===== config.mk =====
export PLATFORM = sky130hd
export DESIGN_NAME = cbid_regs
export DESIGN_NICKNAME = d
export VERILOG_FILES = /design/src/hdl/cbid_pkg.sv /design/src/hdl/cbid_regs.sv /design/src/hdl/cbid_block_seq.sv
export VERILOG_INCLUDE_DIRS = /design/src /design/src/hdl
export SDC_FILE = /design/constraint.sdc
export NUM_CORES = 1
export LEC_CHECK = 0
export ABC_AREA = 1
export BUFFER_PORTS_ARGS = -buffer_cell sky130_fd_sc_hd__buf_2
export CORE_AREA = 2 2 76 78
export DETAILED_ROUTE_END_ITERATION = 7
export DIE_AREA = 0 0 78 80
export GPL_ROUTABILITY_DRIVEN = 0
export PLACE_DENSITY = 0.76
export REMOVE_ABC_BUFFERS = 1
export SLEW_MARGIN = 20
export SYNTH_ARGS = -nofsm -noshare
export SYNTH_HDL_FRONTEND = slang
export SYNTH_SLANG_ARGS = --single-unit

===== constraint.sdc =====
create_clock -name clk -period 1.4 [get_ports clk]
set_clock_uncertainty 0.15 [all_clocks]
set_input_delay 0.07 -clock clk [delete_from_list [all_inputs] [get_ports clk]]
set_output_delay 0.07 -clock clk [all_outputs]
set_load 0.05 [all_outputs]

===== src/hdl/cbid_defines.svh =====
/*
  Offsets, field positions, reset values and fixed answers of the identification
  and block-read-length registers.
  Assumes it is included by bare name wherever these values are needed.
*/
`ifndef CBID_DEFINES_SVH
`define CBID_DEFINES_SVH

`define CBID_IDX_RESERVED     8'h04
`define CBID_IDX_REV_MAKER    8'h05
`define CBID_IDX_CAT_PART     8'h06
`define CBID_IDX_READ_LENGTH  8'h07

`define CBID_RESERVED_VALUE   8'hFF
`define CBID_UNMAPPED_VALUE   8'h00

`define CBID_REV_MSB          7
`define CBID_REV_LSB          4
`define CBID_MAKER_MSB        3
`define CBID_MAKER_LSB        0
`define CBID_CAT_MSB          7
`define CBID_CAT_LSB          6
`define CBID_PART_MSB         5
`define CBID_PART_LSB         0

`define CBID_LEN_MSB          4
`define CBID_LEN_LSB          0
`define CBID_LEN_RESET        5'h08

`endif


===== src/hdl/cbid_pkg.sv =====
/*
  Types shared by the identification register bank and its block-read sequencer.
  Assumes the defines header supplies all numeric values.
*/
package cbid_pkg;

  typedef logic [7:0] cbid_byte_t;
  typedef logic [4:0] cbid_len_t;

  typedef enum logic [1:0] {
    SEQ_IDLE,
    SEQ_DATA
  } cbid_seq_state_t;

endpackage


===== src/hdl/cbid_regs.sv =====
/*
  Identification and block-read-length registers at indices 4 to 7, with the
  block-read sequencer that uses the length.
  Assumes a serial management engine on the same clock presents decoded byte
  accesses and block-read byte requests; the bus protocol lives there.
*/
// Summary of operation
// Index 4 reserved, always reads all ones.
// Index 5 read-only revision and maker codes.
// Index 6 read-only category and part codes.
// Index 7 five-bit block length, reset eight.
// Block read sends count, then consecutive bytes.
// Writes to read-only or reserved bits ignored.
`timescale 1ns/1ns
`include "cbid_defines.svh"

module cbid_regs #(
  // Identification values; these defaults are arbitrary.
  parameter logic [3:0] REVISION_CODE = 4'h3,
  parameter logic [3:0] MAKER_CODE    = 4'h5,
  parameter logic [1:0] CATEGORY_CODE = 2'h2,
  parameter logic [5:0] PART_CODE     = 6'h15
) (
  // Clock, reset, enable.
  input  wire logic                 clk,
  input  wire logic                 reset_n,
  input  wire logic                 ce,
  // Single register access.
  input  wire logic                 accValid,
  input  wire logic                 accWrite,
  input  wire logic [7:0]           accIndex,
  input  wire cbid_pkg::cbid_byte_t accWrData,
  output cbid_pkg::cbid_byte_t      accRdData,
  output logic                      accRdValid,
  // Block read.
  input  wire logic                 blkStart,
  input  wire logic [7:0]           blkIndex,
  input  wire logic                 blkNext,
  input  wire logic                 blkAbort,
  output cbid_pkg::cbid_byte_t      blkData,
  output logic                      blkDataValid,
  output logic                      blkLast,
  output logic                      blkBusy,
  // Current block length for the rest of the device.
  output cbid_pkg::cbid_len_t       readLength
);

  cbid_pkg::cbid_len_t  readLength_r;
  logic [7:0]           seqIndex;
  cbid_pkg::cbid_byte_t seqRdData;

  assign readLength = readLength_r;

  // One decode serves both single reads and block reads so they never disagree.
  function automatic cbid_pkg::cbid_byte_t readReg(input logic [7:0] idx, input cbid_pkg::cbid_len_t len);
    cbid_pkg::cbid_byte_t val;
    val = `CBID_UNMAPPED_VALUE;
    case (idx)
      `CBID_IDX_RESERVED: begin
        val = `CBID_RESERVED_VALUE;
      end
      `CBID_IDX_REV_MAKER: begin
        val[`CBID_REV_MSB:`CBID_REV_LSB]     = REVISION_CODE;
        val[`CBID_MAKER_MSB:`CBID_MAKER_LSB] = MAKER_CODE;
      end
      `CBID_IDX_CAT_PART: begin
        val[`CBID_CAT_MSB:`CBID_CAT_LSB]   = CATEGORY_CODE;
        val[`CBID_PART_MSB:`CBID_PART_LSB] = PART_CODE;
      end
      `CBID_IDX_READ_LENGTH: begin
        // Reserved upper bits read as zero.
        val[`CBID_LEN_MSB:`CBID_LEN_LSB] = len;
      end
      default: begin
        val = `CBID_UNMAPPED_VALUE;
      end
    endcase
    return val;
  endfunction

  assign seqRdData = readReg(seqIndex, readLength_r);

  // Length register; every other index has no write path at all.
  always_ff @(posedge clk) begin
    if (!reset_n) begin
      readLength_r <= `CBID_LEN_RESET;
    end else if (ce) begin
      if (accValid && accWrite && accIndex == `CBID_IDX_READ_LENGTH) begin
        // Only the low five bits are kept; the reserved bits are dropped.
        readLength_r <= accWrData[`CBID_LEN_MSB:`CBID_LEN_LSB];
      end
    end
  end

  // Single reads answer one cycle after the request.
  always_ff @(posedge clk) begin
    if (!reset_n) begin
      accRdData  <= 8'h00;
      accRdValid <= 1'b0;
    end else if (ce) begin
      accRdValid <= accValid && !accWrite;
      if (accValid && !accWrite) begin
        accRdData <= readReg(accIndex, readLength_r);
      end
    end
  end

  cbid_block_seq u_seq (
    .clk          (clk),
    .reset_n      (reset_n),
    .ce           (ce),
    .blkStart     (blkStart),
    .blkIndex     (blkIndex),
    .blkNext      (blkNext),
    .blkAbort     (blkAbort),
    .readLength   (readLength_r),
    .seqIndex     (seqIndex),
    .seqRdData    (seqRdData),
    .blkData      (blkData),
    .blkDataValid (blkDataValid),
    .blkLast      (blkLast),
    .blkBusy      (blkBusy)
  );

  property p_reserved_ones;
    @(posedge clk) disable iff (!reset_n)
    (ce && accValid && !accWrite && accIndex == `CBID_IDX_RESERVED) |=>
      (accRdValid && accRdData == `CBID_RESERVED_VALUE);
  endproperty
  a_reserved_ones: assert property (p_reserved_ones) else $error("Reserved index did not read all ones.");

  property p_rev_maker;
    @(posedge clk) disable iff (!reset_n)
    (ce && accValid && !accWrite && accIndex == `CBID_IDX_REV_MAKER) |=> (accRdData == {REVISION_CODE, MAKER_CODE});
  endproperty
  a_rev_maker: assert property (p_rev_maker) else $error("Revision and maker byte is wrong.");

  property p_cat_part;
    @(posedge clk) disable iff (!reset_n)
    (ce && accValid && !accWrite && accIndex == `CBID_IDX_CAT_PART) |=> (accRdData == {CATEGORY_CODE, PART_CODE});
  endproperty
  a_cat_part: assert property (p_cat_part) else $error("Category and part byte is wrong.");

  property p_len_write;
    @(posedge clk) disable iff (!reset_n)
    (ce && accValid && accWrite && accIndex == `CBID_IDX_READ_LENGTH) |=>
      (readLength_r == $past(accWrData[`CBID_LEN_MSB:`CBID_LEN_LSB]));
  endproperty
  a_len_write: assert property (p_len_write) else $error("Length write not taken.");

  property p_len_reset;
    @(posedge clk) (!reset_n) |=> (readLength_r == `CBID_LEN_RESET);
  endproperty
  a_len_reset: assert property (p_len_reset) else $error("Length did not reset to eight.");

  property p_len_readback;
    @(posedge clk) disable iff (!reset_n)
    (ce && accValid && !accWrite && accIndex == `CBID_IDX_READ_LENGTH) |=> (accRdData == {3'h0, $past(readLength_r)});
  endproperty
  a_len_readback: assert property (p_len_readback) else $error("Length readback is wrong.");

  property p_ro_ignored;
    @(posedge clk) disable iff (!reset_n)
    (accValid && accWrite && accIndex != `CBID_IDX_READ_LENGTH) |=> $stable(readLength_r);
  endproperty
  a_ro_ignored: assert property (p_ro_ignored) else $error("Write to read-only index changed state.");

  // Read-valid and length-hold checks, then the block-read bytes, checked here where the identification values are known.
  property p_rdvalid_quiet;
    @(posedge clk) disable iff (!reset_n)
    (ce && !(accValid && !accWrite)) |=> !accRdValid;
  endproperty
  a_rdvalid_quiet: assert property (p_rdvalid_quiet) else $error("Read answer without a read request.");

  property p_len_hold;
    @(posedge clk) disable iff (!reset_n)
    !(ce && accValid && accWrite && accIndex == `CBID_IDX_READ_LENGTH) |=> $stable(readLength_r);
  endproperty
  a_len_hold: assert property (p_len_hold) else $error("Length changed without a length write.");

  property p_blk_reserved;
    @(posedge clk) disable iff (!reset_n)
    (ce && blkBusy && !blkAbort && blkNext && seqIndex == `CBID_IDX_RESERVED) |=>
      (blkData == `CBID_RESERVED_VALUE);
  endproperty
  a_blk_reserved: assert property (p_blk_reserved) else $error("Block byte of reserved index is wrong.");

  property p_blk_rev_maker;
    @(posedge clk) disable iff (!reset_n)
    (ce && blkBusy && !blkAbort && blkNext && seqIndex == `CBID_IDX_REV_MAKER) |=>
      (blkData == {REVISION_CODE, MAKER_CODE});
  endproperty
  a_blk_rev_maker: assert property (p_blk_rev_maker) else $error("Block byte of revision index is wrong.");

  property p_blk_cat_part;
    @(posedge clk) disable iff (!reset_n)
    (ce && blkBusy && !blkAbort && blkNext && seqIndex == `CBID_IDX_CAT_PART) |=>
      (blkData == {CATEGORY_CODE, PART_CODE});
  endproperty
  a_blk_cat_part: assert property (p_blk_cat_part) else $error("Block byte of category index is wrong.");

  property p_blk_len_byte;
    @(posedge clk) disable iff (!reset_n)
    (ce && blkBusy && !blkAbort && blkNext && seqIndex == `CBID_IDX_READ_LENGTH) |=>
      (blkData == {3'h0, $past(readLength_r)});
  endproperty
  a_blk_len_byte: assert property (p_blk_len_byte) else $error("Block byte of length index is wrong.");

  property p_blk_len_zero;
    @(posedge clk) disable iff (!reset_n)
    (ce && !blkBusy && blkStart && readLength_r == 5'h00) |=> (blkDataValid && blkLast && !blkBusy);
  endproperty
  a_blk_len_zero: assert property (p_blk_len_zero) else $error("Zero length block did not end at once.");

  property p_blk_idle_quiet;
    @(posedge clk) disable iff (!reset_n)
    (ce && !blkBusy && !blkStart) |=> !blkDataValid;
  endproperty
  a_blk_idle_quiet: assert property (p_blk_idle_quiet) else $error("Block byte while idle.");

  property p_blk_abort;
    @(posedge clk) disable iff (!reset_n)
    (ce && blkBusy && blkAbort) |=> (!blkBusy && !blkDataValid);
  endproperty
  a_blk_abort: assert property (p_blk_abort) else $error("Block read went on after abort.");

endmodule // cbid_regs


===== src/hdl/cbid_block_seq.sv =====
/*
  Block-read sequencer: sends the byte count, then that many consecutive register bytes.
  Assumes the serial engine pulses blkNext once per acknowledged byte and that
  register data for seqIndex is supplied combinationally on the same clock.
*/
`timescale 1ns/1ns
`include "cbid_defines.svh"

module cbid_block_seq (
  // Clock, reset, enable.
  input  wire logic               clk,
  input  wire logic               reset_n,
  input  wire logic               ce,
  // Block-read requests.
  input  wire logic               blkStart,
  input  wire logic [7:0]         blkIndex,
  input  wire logic               blkNext,
  input  wire logic               blkAbort,
  input  wire cbid_pkg::cbid_len_t readLength,
  // Register data lookup.
  output logic      [7:0]         seqIndex,
  input  wire cbid_pkg::cbid_byte_t seqRdData,
  // Byte stream out.
  output cbid_pkg::cbid_byte_t    blkData,
  output logic                    blkDataValid,
  output logic                    blkLast,
  output logic                    blkBusy
);

  cbid_pkg::cbid_seq_state_t state_r;
  cbid_pkg::cbid_len_t       remain_r;
  logic [7:0]                index_r;

  assign seqIndex = index_r;
  assign blkBusy  = (state_r == cbid_pkg::SEQ_DATA);

  always_ff @(posedge clk) begin
    if (!reset_n) begin
      state_r      <= cbid_pkg::SEQ_IDLE;
      remain_r     <= 5'h00;
      index_r      <= 8'h00;
      blkData      <= 8'h00;
      blkDataValid <= 1'b0;
      blkLast      <= 1'b0;
    end else if (ce) begin
      blkDataValid <= 1'b0;
      case (state_r)
        cbid_pkg::SEQ_IDLE: begin
          if (blkStart) begin
            // The count goes out first, taken from the length register.
            blkData      <= {3'h0, readLength};
            blkDataValid <= 1'b1;
            blkLast      <= (readLength == 5'h00);
            remain_r     <= readLength;
            index_r      <= blkIndex;
            state_r      <= (readLength == 5'h00) ? cbid_pkg::SEQ_IDLE : cbid_pkg::SEQ_DATA;
          end
        end
        cbid_pkg::SEQ_DATA: begin
          if (blkAbort) begin
            state_r <= cbid_pkg::SEQ_IDLE;
          end else if (blkNext) begin
            // Consecutive bytes until the count is spent.
            blkData      <= seqRdData;
            blkDataValid <= 1'b1;
            blkLast      <= (remain_r == 5'h01);
            remain_r     <= remain_r - 5'h01;
            index_r      <= index_r + 8'h01;
            if (remain_r == 5'h01) begin
              state_r <= cbid_pkg::SEQ_IDLE;
            end
          end
        end
        default: begin
          state_r <= cbid_pkg::SEQ_IDLE;
        end
      endcase
    end
  end

  property p_count_first;
    @(posedge clk) disable iff (!reset_n)
    (ce && !blkBusy && blkStart) |=> (blkDataValid && blkData == {3'h0, $past(readLength)});
  endproperty
  a_count_first: assert property (p_count_first) else $error("Block read did not open with the count.");

  property p_data_follows;
    @(posedge clk) disable iff (!reset_n)
    (ce && blkBusy && !blkAbort && blkNext) |=> (blkDataValid && blkData == $past(seqRdData));
  endproperty
  a_data_follows: assert property (p_data_follows) else $error("Block read byte did not follow request.");

endmodule // cbid_block_seq


# --- After elaboration in Yosys (flattened, before gate mapping) ---
# Index checks and enable logic that the tools add are counted.
op_classes:
  mux: 30
  n_reduce_logical: 13
  add_sub_neg: 2
  eq_ne: 15
op_table:
  columns: ["operator", "n"]
  rows:
  - ["equality test 8 x 3 -> 1 bit (second input constant)", 8]
  - ["two-way mux 8 bit", 6]
  - ["case mux 8 bit (2 select lines)", 2]
  - ["case mux 5 bit (3 select lines)", 2]
  - ["case mux 3 bit (3 select lines)", 2]
  - ["two-way mux 5 bit", 3]
  - ["case mux 5 bit (2 select lines)", 1]
  - ["adder 8 x 1 -> 8 bit (second input constant)", 1]
  - ["two-way mux 2 bit", 4]
  - ["two-way mux 1 bit", 7]
  - ["inequality test 2 bit (second input constant)", 3]
  - ["equality test 5 x 1 -> 1 bit (second input constant)", 1]
  - ["logical NOT 5 bit", 1]
  - ["AND reduction 5 bit", 1]
  - ["subtractor 5 x 1 -> 5 bit (second input constant)", 1]
  - ["case mux 1 bit (2 select lines)", 2]
  - ["case mux 2 bit (2 select lines)", 1]
  - ["AND reduction 2 bit", 2]
  - ["AND reduction 4 bit", 1]
  - ["OR reduction 2 bit", 2]
  - ["logical AND 1 bit", 3]
  - ["inequality test 3 x 2 -> 1 bit (second input constant)", 1]
  - ["inequality test 3 bit (second input constant)", 1]
  - ["equality test 2 x 1 -> 1 bit (second input constant)", 1]
  - ["3 further kinds", 3]
totals:
  reg_bits: 39

# --- Depth between registers and ports, before layout ---
# Gate-level depths: netlist of run 1.
depth:
  depth_word: 6
  mapped_depth: 10
  ltp_nobuf: 10

# --- By module ---
# From an unflattened synthesis of run 1, not the netlist that was laid out.
unflattened:
  cells_unflattened: 317
  area_unflattened_um2: 2122.0
by_module_without_submodules:
  columns: ["module", "cells_each", "n_inst", "area_per_inst_um2"]
  rows:
  - ["cbid_block_seq", 198, 1, 1333.8]
  - ["cbid_regs", 119, 1, 788.3]

# --- Least setup slack after synthesis of run 1 ---
# No wires, ideal clock.
synth_path:
  path_kind: "register -> register"
  start: "register u_seq.state_r[0]"
  end: "register u_seq.blkData[6]"
  period_less_slack_ns: 1.657
  setup_slack_ns: -0.257
  path_stages_with_launch: 8
  t_required_ns: 1.128
  setup_time_ns: 0.122
  arrival_ns: 1.385
  path_cell_list: "dfxtp_1 buf_6 inv_2 o21ai_2 nor2_4 buf_6 o21ai_0 nor2_1"
synth_between:
  elab_chain_cells: 3
synth_rtl:
  columns: ["element", "line_no", "rtl"]
  rows:
  - ["start: declaration", "cbid_block_seq.sv:30", "cbid_pkg::cbid_seq_state_t state_r;"]
  - ["start signal: assignment", "cbid_block_seq.sv:39", "state_r <= cbid_pkg::SEQ_IDLE;"]
  - ["start signal: assignment", "cbid_block_seq.sv:56", "state_r <= (readLength == 5'h00) ? cbid_pkg::SEQ_IDLE : cbid_pkg::SEQ_DATA;"]
  - ["start signal: assignment", "cbid_block_seq.sv:61", "state_r <= cbid_pkg::SEQ_IDLE;"]
  - ["equality test 2 x 1 -> 1 bit / logical NOT 2 bit (equally long branches)", "cbid_block_seq.sv:47", "case (state_r)"]
  - ["inequality test 2 bit (no line) / nonzero test 2 bit (equally long branches)", null, null]
  - ["AND reduction 5 bit (no line)", null, null]
  - ["end signal: assignment", "cbid_block_seq.sv:51", "blkData <= {3'h0, readLength};"]
  - ["end signal: assignment", "cbid_block_seq.sv:64", "blkData <= seqRdData;"]
  - ["end: declaration", "cbid_block_seq.sv:24", "output cbid_pkg::cbid_byte_t blkData,"]
# Several ways; a longest one is shown, not always the timed one.
# A chain may end at the register's enable or synchronous reset.

# --- Final worst setup path of run 1 ---
layout_path:
  start: "register u_seq.index_r[1] (netlist: u_seq.seqIndex[1])"
  end: "register u_seq.blkData[2]"
layout_between:
  elab_chain_cells: 6
layout_rtl:
  columns: ["element", "line_no", "rtl"]
  rows:
  - ["start: declaration", "cbid_block_seq.sv:32", "logic [7:0] index_r;"]
  - ["start signal: assignment", "cbid_block_seq.sv:55", "index_r <= blkIndex;"]
  - ["start signal: assignment", "cbid_block_seq.sv:68", "index_r <= index_r + 8'h01;"]
  - ["equality test 8 x 3 -> 1 bit", "cbid_regs.sv:58", "case (idx)"]
  - ["OR reduction 2 bit (no line)", null, null]
  - ["case mux 5 bit (3 select lines) *", "cbid_regs.sv:58", null]
  - ["two-way mux 8 bit *", "cbid_block_seq.sv:62", "end else if (blkNext) begin"]
  - ["two-way mux 8 bit *", "cbid_block_seq.sv:60", "if (blkAbort) begin"]
  - ["case mux 8 bit (2 select lines) *", "cbid_block_seq.sv:47", null]
# Mark *: on every way between the ends. The rest lies on a longest branch, timed or not. The select of a mux whose other input is x is not followed.

==> results.yml, run 1 <==
logic_synthesis:
  seq_area_frac_synth_pct: 36.5
  synth.ff_latch_count: 38
  yosys.area.top_type_share_pct: 36.5
  synthDistinctLibCells: 27
  yosysTopAreaCell: "dfxtp_1"
  ys_top_cells_by_area: "dfxtp_1 (37%), nand2_1 (16%), nand3_1 (7.2%)"
  synth_warnings: 0
  netlist_instances: 313
  synth_area_per_cell_um2: 6.66
  syn_std_cell_area_um2: 2080
place:
  place.detailed.hpwl_um: 3910
  buffers_on_ports: 53
  post_detailed_placement_cell_area_um2: 2500
  placedCellCount: 444
detailed_routing:
  detailedRoute.firstPassIterationCount: 4
  drtIter0Drc: 104
  route.antenna.remaining_nets: 0
  totalWireLength_um: 5790
  detail_route.drc_violations: 0
  vias: 2298
  via_per_inst: 4.90
  avgRoutedWirePerCell_um: 12.3
grt:
  tot_gr_track_use_pct: 19.2
  grt.overflow.total: 0
  antenna_found_initial: 0
  first_global_vias: 2244
  grt_pass1_wl_um: 9570
  grt_start_max_net_pins: 23
setup_path:
  criticalPathCategory: "reg -> reg"
  critical_path.endpoint_type: "register"
  cp_max_fo: 4
  regToRegSetupSlack_ps: -9
  worstReg2RegEnd: "u_seq.blkData[2]$_SDFFE_PN0P_"
  required_time_of_the_critical_path_ps: 1440
  reg2reg_depth: 10
  regToRegStartpoint: "u_seq.seqIndex[1]$_SDFFE_PN0P_"
  arrival_time_worst_endpoint_ps: 1450
  crit_path_start_kind: "register"
pwr:
  power-per-cell-area_nw_per_um2: 901
  static-leakage-power_nw: 1.34
  peakVddDrop_mv: 0.566
clock_tree:
  tritoncts_num_sinks: 38
  htreeDepth: 2
  cts_buffer_depth: 2
  ctsRootBufferMaster: "clkbuf_8"
  clock_latency_ps: 290
  cts.clk_slew.worst_paths_ps: 70
  numCtsBuffers: 5
  tritoncts: "built"
sta:
  worst_slack_ps: -8.58
  rsz_0062_raised_after_global_routing: "true"
  maxSlewHeadroom_pct: 77.0
  slew_violations: 0
  final.period_utilization_pct: 101
  number_of_hold_violations_in_the_final_report: 0
  finalCriticalPeriod_ps: 1410
  maxClockFrequency_mhz: 710
  transition_at_the_pin_with_the_smallest_max_transition_slack_ps: 342
  final-setup-viol-count: 1
final_layout:
  post-route-cell-area_um2: 2960
  multi_input_area_um2: 1260
  area_growth_syn_to_layout_pct: 41.9
  instances_no_fill: 469
  regArea_um2: 773
  fillCellCount: 547
  n_antenna_cell: 0
  final_nets: 434
  drive_above_1_share_pct: 34.0
die:
  die-height_um: 80
  floorplan_die_width_um: 78
  start_util_pct: 38.5
  design.die.area_um2: 6240
  pin_count: 57
  placeableCoreArea_um2: 5410
  core.rowCount: 27
run:
  cap_viol_max_count: 0
run_status:
  violations_in_the_final_reports: "setup timing"
  run_status: "finished, violations left"
worst_hold_path:
  whs_endpoint: "u_seq.state_r[0]$_SDFFE_PN0P_"
  cell_count_of_the_worst_hold_path: 5
  hp-class: "in -> reg"
  worstHoldStart: "blkStart"
cells by family after synthesis:
group | synth area share [%]
flip-flops | 36.5
buffers and inverters | 10.2
adder cells (fa/ha/maj) | 3.60
XOR/XNOR | 0.420
AO/OA/AOI/OAI | 14.2
AND/OR/NAND/NOR | 35.1
power by group:
group	internal (mW)	switching [mW]
Clock	0.395	0.389
Sequential	1.14	0.0495
Combinational	0.283	0.410
repair_timing:
| item | in CTS | in global routing |
|---|---|---|
| setup endpoints to repair | 16 | 20 |
| setup buffers | 0 | 3 |
| hold buffers | 14 | 0 |
| pin swaps | 1 | 16 |
| resized for setup | 8 | 59 |
| endpoints found under the hold margin | 15 | 0 |
synth_stat cells (all sizes together):
library cell,n
ha,6
nor2,44
clkbuf,4
buf,9
a31oi,3
xor2,1
a21oi,25
dfxtp,38
or2,1
nand4,2
inv,29
nor3,2
nand3b,3
o22ai,1
nand3,30
o21ai,26
nand2,89
per-layer routing:
metal  wire length [um]  part of all wire, %  GRT usage, %  up-vias
met4                 66                  1.1          6.49        0
li1                   -                    -             -     1177
met1               2500                   43          21.5     1039
met2               2890                   50          35.1       74
met3                340                  5.9          5.09        8
met5                  0                    0             0        -
sequential cells by signal (all words and copies together), names as in the netlist:
signal,cells
accRdData,8
u_seq.blkData,8
u_seq.seqIndex,8
readLength,5
u_seq.remain_r,5
accRdValid,1
u_seq.blkDataValid,1
u_seq.blkLast,1
u_seq.state_r,1
final cells by class:
class	count	share of cell area (%)
Multi-Input combinational cell	233	42.6
Clock buffer	6	2.79
Timing Repair Buffer	89	21.1
Tap cell	72	3.05
Sequential cell	38	26.2
Clock inverter	2	0.423
Inverter	29	3.85
stage by stage:
stage | setup WS, ps | util, % | hold WS [ps] | TNS, ps | power [mW]
2_1_floorplan | -788 | - | 4.18 | -16750 | 1.54
3_3_place_gp | -46.5 | 46.3 | 174 | -176 | 1.75
3_5_place_dp | -96.6 | 46.3 | 174 | -632 | 1.76
4_1_cts | -12.9 | 51.0 | 8.18 | -39.1 | 2.59
5_1_grt | -78.2 | 54.7 | 46.5 | -455 | 2.82
6_report | -8.58 | 54.7 | 10.9 | -8.58 | 2.66
how the worst max path moves through the flow:
stage                                   startpoint                        endpoint  cells past startpoint
floorplan            u_seq.state_r[0]$_SDFFE_PN0P_  u_seq.seqIndex[4]$_SDFFE_PN0P_                      6
global placement    u_seq.seqIndex[0]$_SDFFE_PN0P_   u_seq.blkData[1]$_SDFFE_PN0P_                      7
detailed placement  u_seq.seqIndex[0]$_SDFFE_PN0P_   u_seq.blkData[3]$_SDFFE_PN0P_                      7
CTS                 u_seq.seqIndex[0]$_SDFFE_PN0P_   u_seq.blkData[0]$_SDFFE_PN0P_                     10
global route        u_seq.seqIndex[1]$_SDFFE_PN0P_   u_seq.blkData[2]$_SDFFE_PN0P_                     10
finish              u_seq.seqIndex[1]$_SDFFE_PN0P_   u_seq.blkData[2]$_SDFFE_PN0P_                     10
cell usage in the layout, fill, tap and decap left out:
cell type      Yosys  layout
nand2_1           87      83
buf_2              1      52
dfxtp_1           38      34
nor2_1            40      30
nand3_1           30      29
inv_1             27      23
a21oi_1           24      18
buf_4              2      15
dlygate4sd3_1      0      14
o21ai_0           21      13
nor2_2             1       8
o21ai_2            3       7
a21oi_2            1       7
nor2_4             3       6
nand2_2            2       6
clkbuf_8           0       6
inv_2              2       5
o21ai_1            2       5
buf_6              6       5
nand3b_1           3       3
ha_4               0       3
dfxtp_4            0       3
nor3_1             2       2
a31oi_1            3       2
nand4_1            2       2
ha_1               6       2
buf_12             0       2
inv_6              0       1
xor2_1             1       1
a31oi_2            0       1
nand3_2            0       1
o21ai_4            0       1
or2_2              1       1
o22ai_1            1       1
ha_2               0       1
clkinvlp_4         0       1
clkinv_2           0       1
buf_8              0       1
dfxtp_2            0       1
critical path, cell delays in order (launching register included):
cell and delay, ps:
dfxtp_4 370, buf_6 120, ha_4 150, nor2_4 90, nor2_2 40, nand2_1 60
nand2_1 70, nand2_2 70, inv_2 40, nor2_2 90, nor2_1 40
(Power assumes the default switching activity.)
==> run 2: changes to the inputs <==
--- a/config.mk
+++ b/config.mk
@@ -6,13 +6,12 @@
 export SDC_FILE = /design/constraint.sdc
 export NUM_CORES = 1
 export LEC_CHECK = 0
-export ABC_AREA = 1
 export BUFFER_PORTS_ARGS = -buffer_cell sky130_fd_sc_hd__buf_2
-export CORE_AREA = 2 2 76 78
+export CORE_AREA = 2 2 73 75
 export DETAILED_ROUTE_END_ITERATION = 7
-export DIE_AREA = 0 0 78 80
+export DIE_AREA = 0 0 75 77
 export GPL_ROUTABILITY_DRIVEN = 0
-export PLACE_DENSITY = 0.76
+export PLACE_DENSITY = 0.77
 export REMOVE_ABC_BUFFERS = 1
 export SLEW_MARGIN = 20
 export SYNTH_ARGS = -nofsm -noshare
==> run 2 against run 1 <==
The flow still finishes with violations (setup timing). Sequential share of layout area is 1.2 points lower. Cell count is 12% lower. Utilization is 7.5 points higher. Global-route usage is 4.2 points higher. Fmax is 15% lower. Worst hold slack better by 1.9 ps. Combinational power is 12% lower. Register-to-register slack worse by 260 ps. Synthesized area is 8.4% lower. Final area is 4.7% higher. Synthesized cell count is 25% lower. Via count is 4.2% lower. Critical path type unchanged.
==> results.yml, run 2 <==
run_status:
  run_status: "finished, violations left"
  violations_in_the_final_reports: "setup timing"
sta:
  final-setup-viol-count: 24
  maxSlewHeadroom_pct: 66.5
  worst_slack_ps: -267
  slew_violations: 0
  rsz_0062_raised_after_global_routing: "true"
  maxClockFrequency_mhz: 600
  number_of_hold_violations_in_the_final_report: 0
  finalCriticalPeriod_ps: 1670
  transition_at_the_pin_with_the_smallest_max_transition_slack_ps: 500
  final.period_utilization_pct: 119
setup_path:
  crit_path_max_incr_delay_ps: 360
  critical_path.endpoint_type: "register"
  regToRegSetupSlack_ps: -270
  worstReg2RegEnd: "u_seq.remain_r[0]$_SDFFE_PN0P_"
  path_cells: "buf_6 -> and3b_2 -> o21a_4 -> buf_12 -> nand3_1 -> a31oi_1"
  cpMaxStageDelayCell: "dfxtp_2"
  cp_max_fo: 5
  regToRegStartpoint: "u_seq.state_r[0]$_SDFFE_PN0P_"
  worstSetupStartpoint: "u_seq.state_r[0]$_SDFFE_PN0P_"
  arrival_time_worst_endpoint_ps: 1710
  required_time_of_the_critical_path_ps: 1450
  criticalPathCategory: "reg -> reg"
  reg2reg_depth: 6
  crit_path_start_kind: "register"
pwr:
  power-per-cell-area_nw_per_um2: 821
  sw_frac_of_total_pct: 31.0
  p_sw_mw: 0.789
  seq_power_share_pct: 45.2
  cell_internal_pwr_mw: 1.75
  static-leakage-power_nw: 1.32
  part_of_the_total_power_dissipated_in_combinational_logic_pct: 24.1
  peakVddDrop_mv: 0.740
  power.clock.fraction_pct: 30.6
clock_tree:
  ctsRootBufferMaster: "clkbuf_8"
  htreeDepth: 2
  clock_latency_ps: 300
  cts.clk_slew.worst_paths_ps: 80
  tritoncts_num_sinks: 38
  cts_buffer_depth: 2
  numCtsBuffers: 5
  tritoncts: "built"
grt:
  grt_pass1_wl_um: 10500
  layer_with_the_highest_usage: "met2"
  grt.met1_usage_pct: 29.5
  antenna_found_initial: 0
  first_global_vias: 2208
  tot_gr_track_use_pct: 23.4
  groute.layer.met2.usage_pct: 38.2
  globalRouteMet3Util_pct: 5.39
  grt_start_max_net_pins: 21
  grt.overflow.total: 0
final_layout:
  drive_above_1_share_pct: 45.2
  n_antenna_cell: 0
  area_growth_syn_to_layout_pct: 62.2
  instances_no_fill: 413
  final_nets: 380
  most-common-layout-cells: "buf_2 (52), buf_4 (37), dfxtp_1 (33), nand2_1 (31)"
  most_common_cell_after_layout_fill_and_taps_aside: "buf_2"
  final_core_util_pct: 62.2
logic_synthesis:
  synth_mux_area_share_pct: 3.15
  syn_std_cell_area_um2: 1910
  synth_area_per_cell_um2: 8.15
  combinational_family_with_the_most_area_after_synthesis: "compound AO/OA/AOI/OAI gates"
  synthDistinctLibCells: 48
  synth-main-ff-cell: "dfxtp_1"
  yosys.area.top_type_share_pct: 39.9
  synth_warnings: 0
  synth.most_common_cell: "dfxtp_1"
  synth.ff_latch_count: 38
  synthAdderAreaFrac_pct: 3.93
  synthXorXnorAreaFrac_pct: 0
  seq_area_frac_synth_pct: 39.9
  yosys-top-cells-count: "dfxtp_1 (38), nand2_1 (33), a21oi_1 (32)"
  synth-compound-area-share_pct: 24.3
  synth_async_sr_flop_share_pct: 0
  ys_top_cells_by_area: "dfxtp_1 (40%), a21oi_1 (8.4%), nand2_1 (6.5%)"
  synth-edff-count: 0
  yosysTopAreaCell: "dfxtp_1"
  synth_simple_gate_area_share_pct: 23.1
  netlist_instances: 234
die:
  start_util_pct: 38.3
  core.rowCount: 26
  floorplan_die_width_um: 75
  placeableCoreArea_um2: 4980
  pin_count: 57
  design.die.area_um2: 5780
  die-height_um: 77
worst_hold_path:
  hp-class: "in -> reg"
  worstHoldStart: "blkIndex[6]"
  whs_endpoint: "u_seq.seqIndex[6]$_SDFFE_PN0P_"
  cell_count_of_the_worst_hold_path: 4
place:
  place.detailed.hpwl_um: 3880
  placedCellCount: 378
  buffers_on_ports: 53
detailed_routing:
  drtIter0Drc: 80
  via_per_inst: 5.33
  route.antenna.remaining_nets: 0
  vias: 2201
  avgRoutedWirePerCell_um: 15.9
  detailedRoute.firstPassIterationCount: 4
  totalWireLength_um: 6570
  detail_route.drc_violations: 0
run:
  cap_viol_max_count: 0
run 2: how the worst max path moves through the flow:
stage                                          end  slack (ps)  depth (start not counted)
CTS                  u_seq.blkData[0]$_SDFFE_PN0P_        -230                          5
detailed placement   u_seq.blkData[0]$_SDFFE_PN0P_        -330                          5
global route        u_seq.remain_r[0]$_SDFFE_PN0P_        -330                          6
global placement     u_seq.blkData[0]$_SDFFE_PN0P_        -230                          5
finish              u_seq.remain_r[0]$_SDFFE_PN0P_        -270                          6
floorplan           u_seq.remain_r[3]$_SDFFE_PN0P_        -800                          3
run 2: cells by family after synthesis:
kind of cell	count (synthesis)
and+or+nand+nor	88
AOI/OAI and AO/OA	75
DFF	38
buffers and inverters	21
muxes	6
adders and majority gates	6
run 2: repair_timing:
item,in CTS,in global routing
gates cloned,2,2
buffers inserted,4,3
pin swaps,16,10
endpoints found under the setup margin,24,25
gates resized for setup,42,27
hold endpoints to repair,15,0
hold buffers,16,0
run 2: through the flow:
step	area (um^2)	power (mW)	setup WS (ps)	hold WS [ps]	setup TNS [ps]
2_1_floorplan	1830	1.40	-804	-18.1	-17560
3_3_place_gp	2470	1.59	-233	139	-2660
3_5_place_dp	2470	1.60	-328	163	-3850
4_1_cts	2950	2.47	-234	11.1	-3480
5_1_grt	3090	2.64	-327	38.5	-5810
6_report	3090	2.54	-267	12.8	-4810
run 2: power by group through the flow:
stage	clock network (mW)	registers, mW	logic, mW
2_1_floorplan	0	1.24	0.157
3_3_place_gp	0	1.17	0.420
3_5_place_dp	0	1.17	0.432
4_1_cts	0.779	1.15	0.542
5_1_grt	0.830	1.15	0.653
6_report	0.779	1.15	0.613
run 2: routing by layer:
metal	vias up	part of all wire, %
li1	1059	-
met1	1036	41
met2	90	51
met3	16	5.6
met4	0	2.1
met5	-	0
run 2: worst max-delay path, delay by kind of cell (launching register included):
kind	cells	cell delay [ps]
buffers and inverters	2	250
AND/OR/NAND/NOR	2	320
flip-flops	1	360
AO/OA/AOI/OAI	2	470
run 2: cell type report:
class,count,area [um^2]
clock buffers,5,68.8
multi-input cells,175,1240
well taps,70,87.6
clock inverters,3,21.3
inverters,7,30.0
repair inverters,1,7.51
fillers,376,1880
repair buffers,114,863
flip-flops and latches,38,772
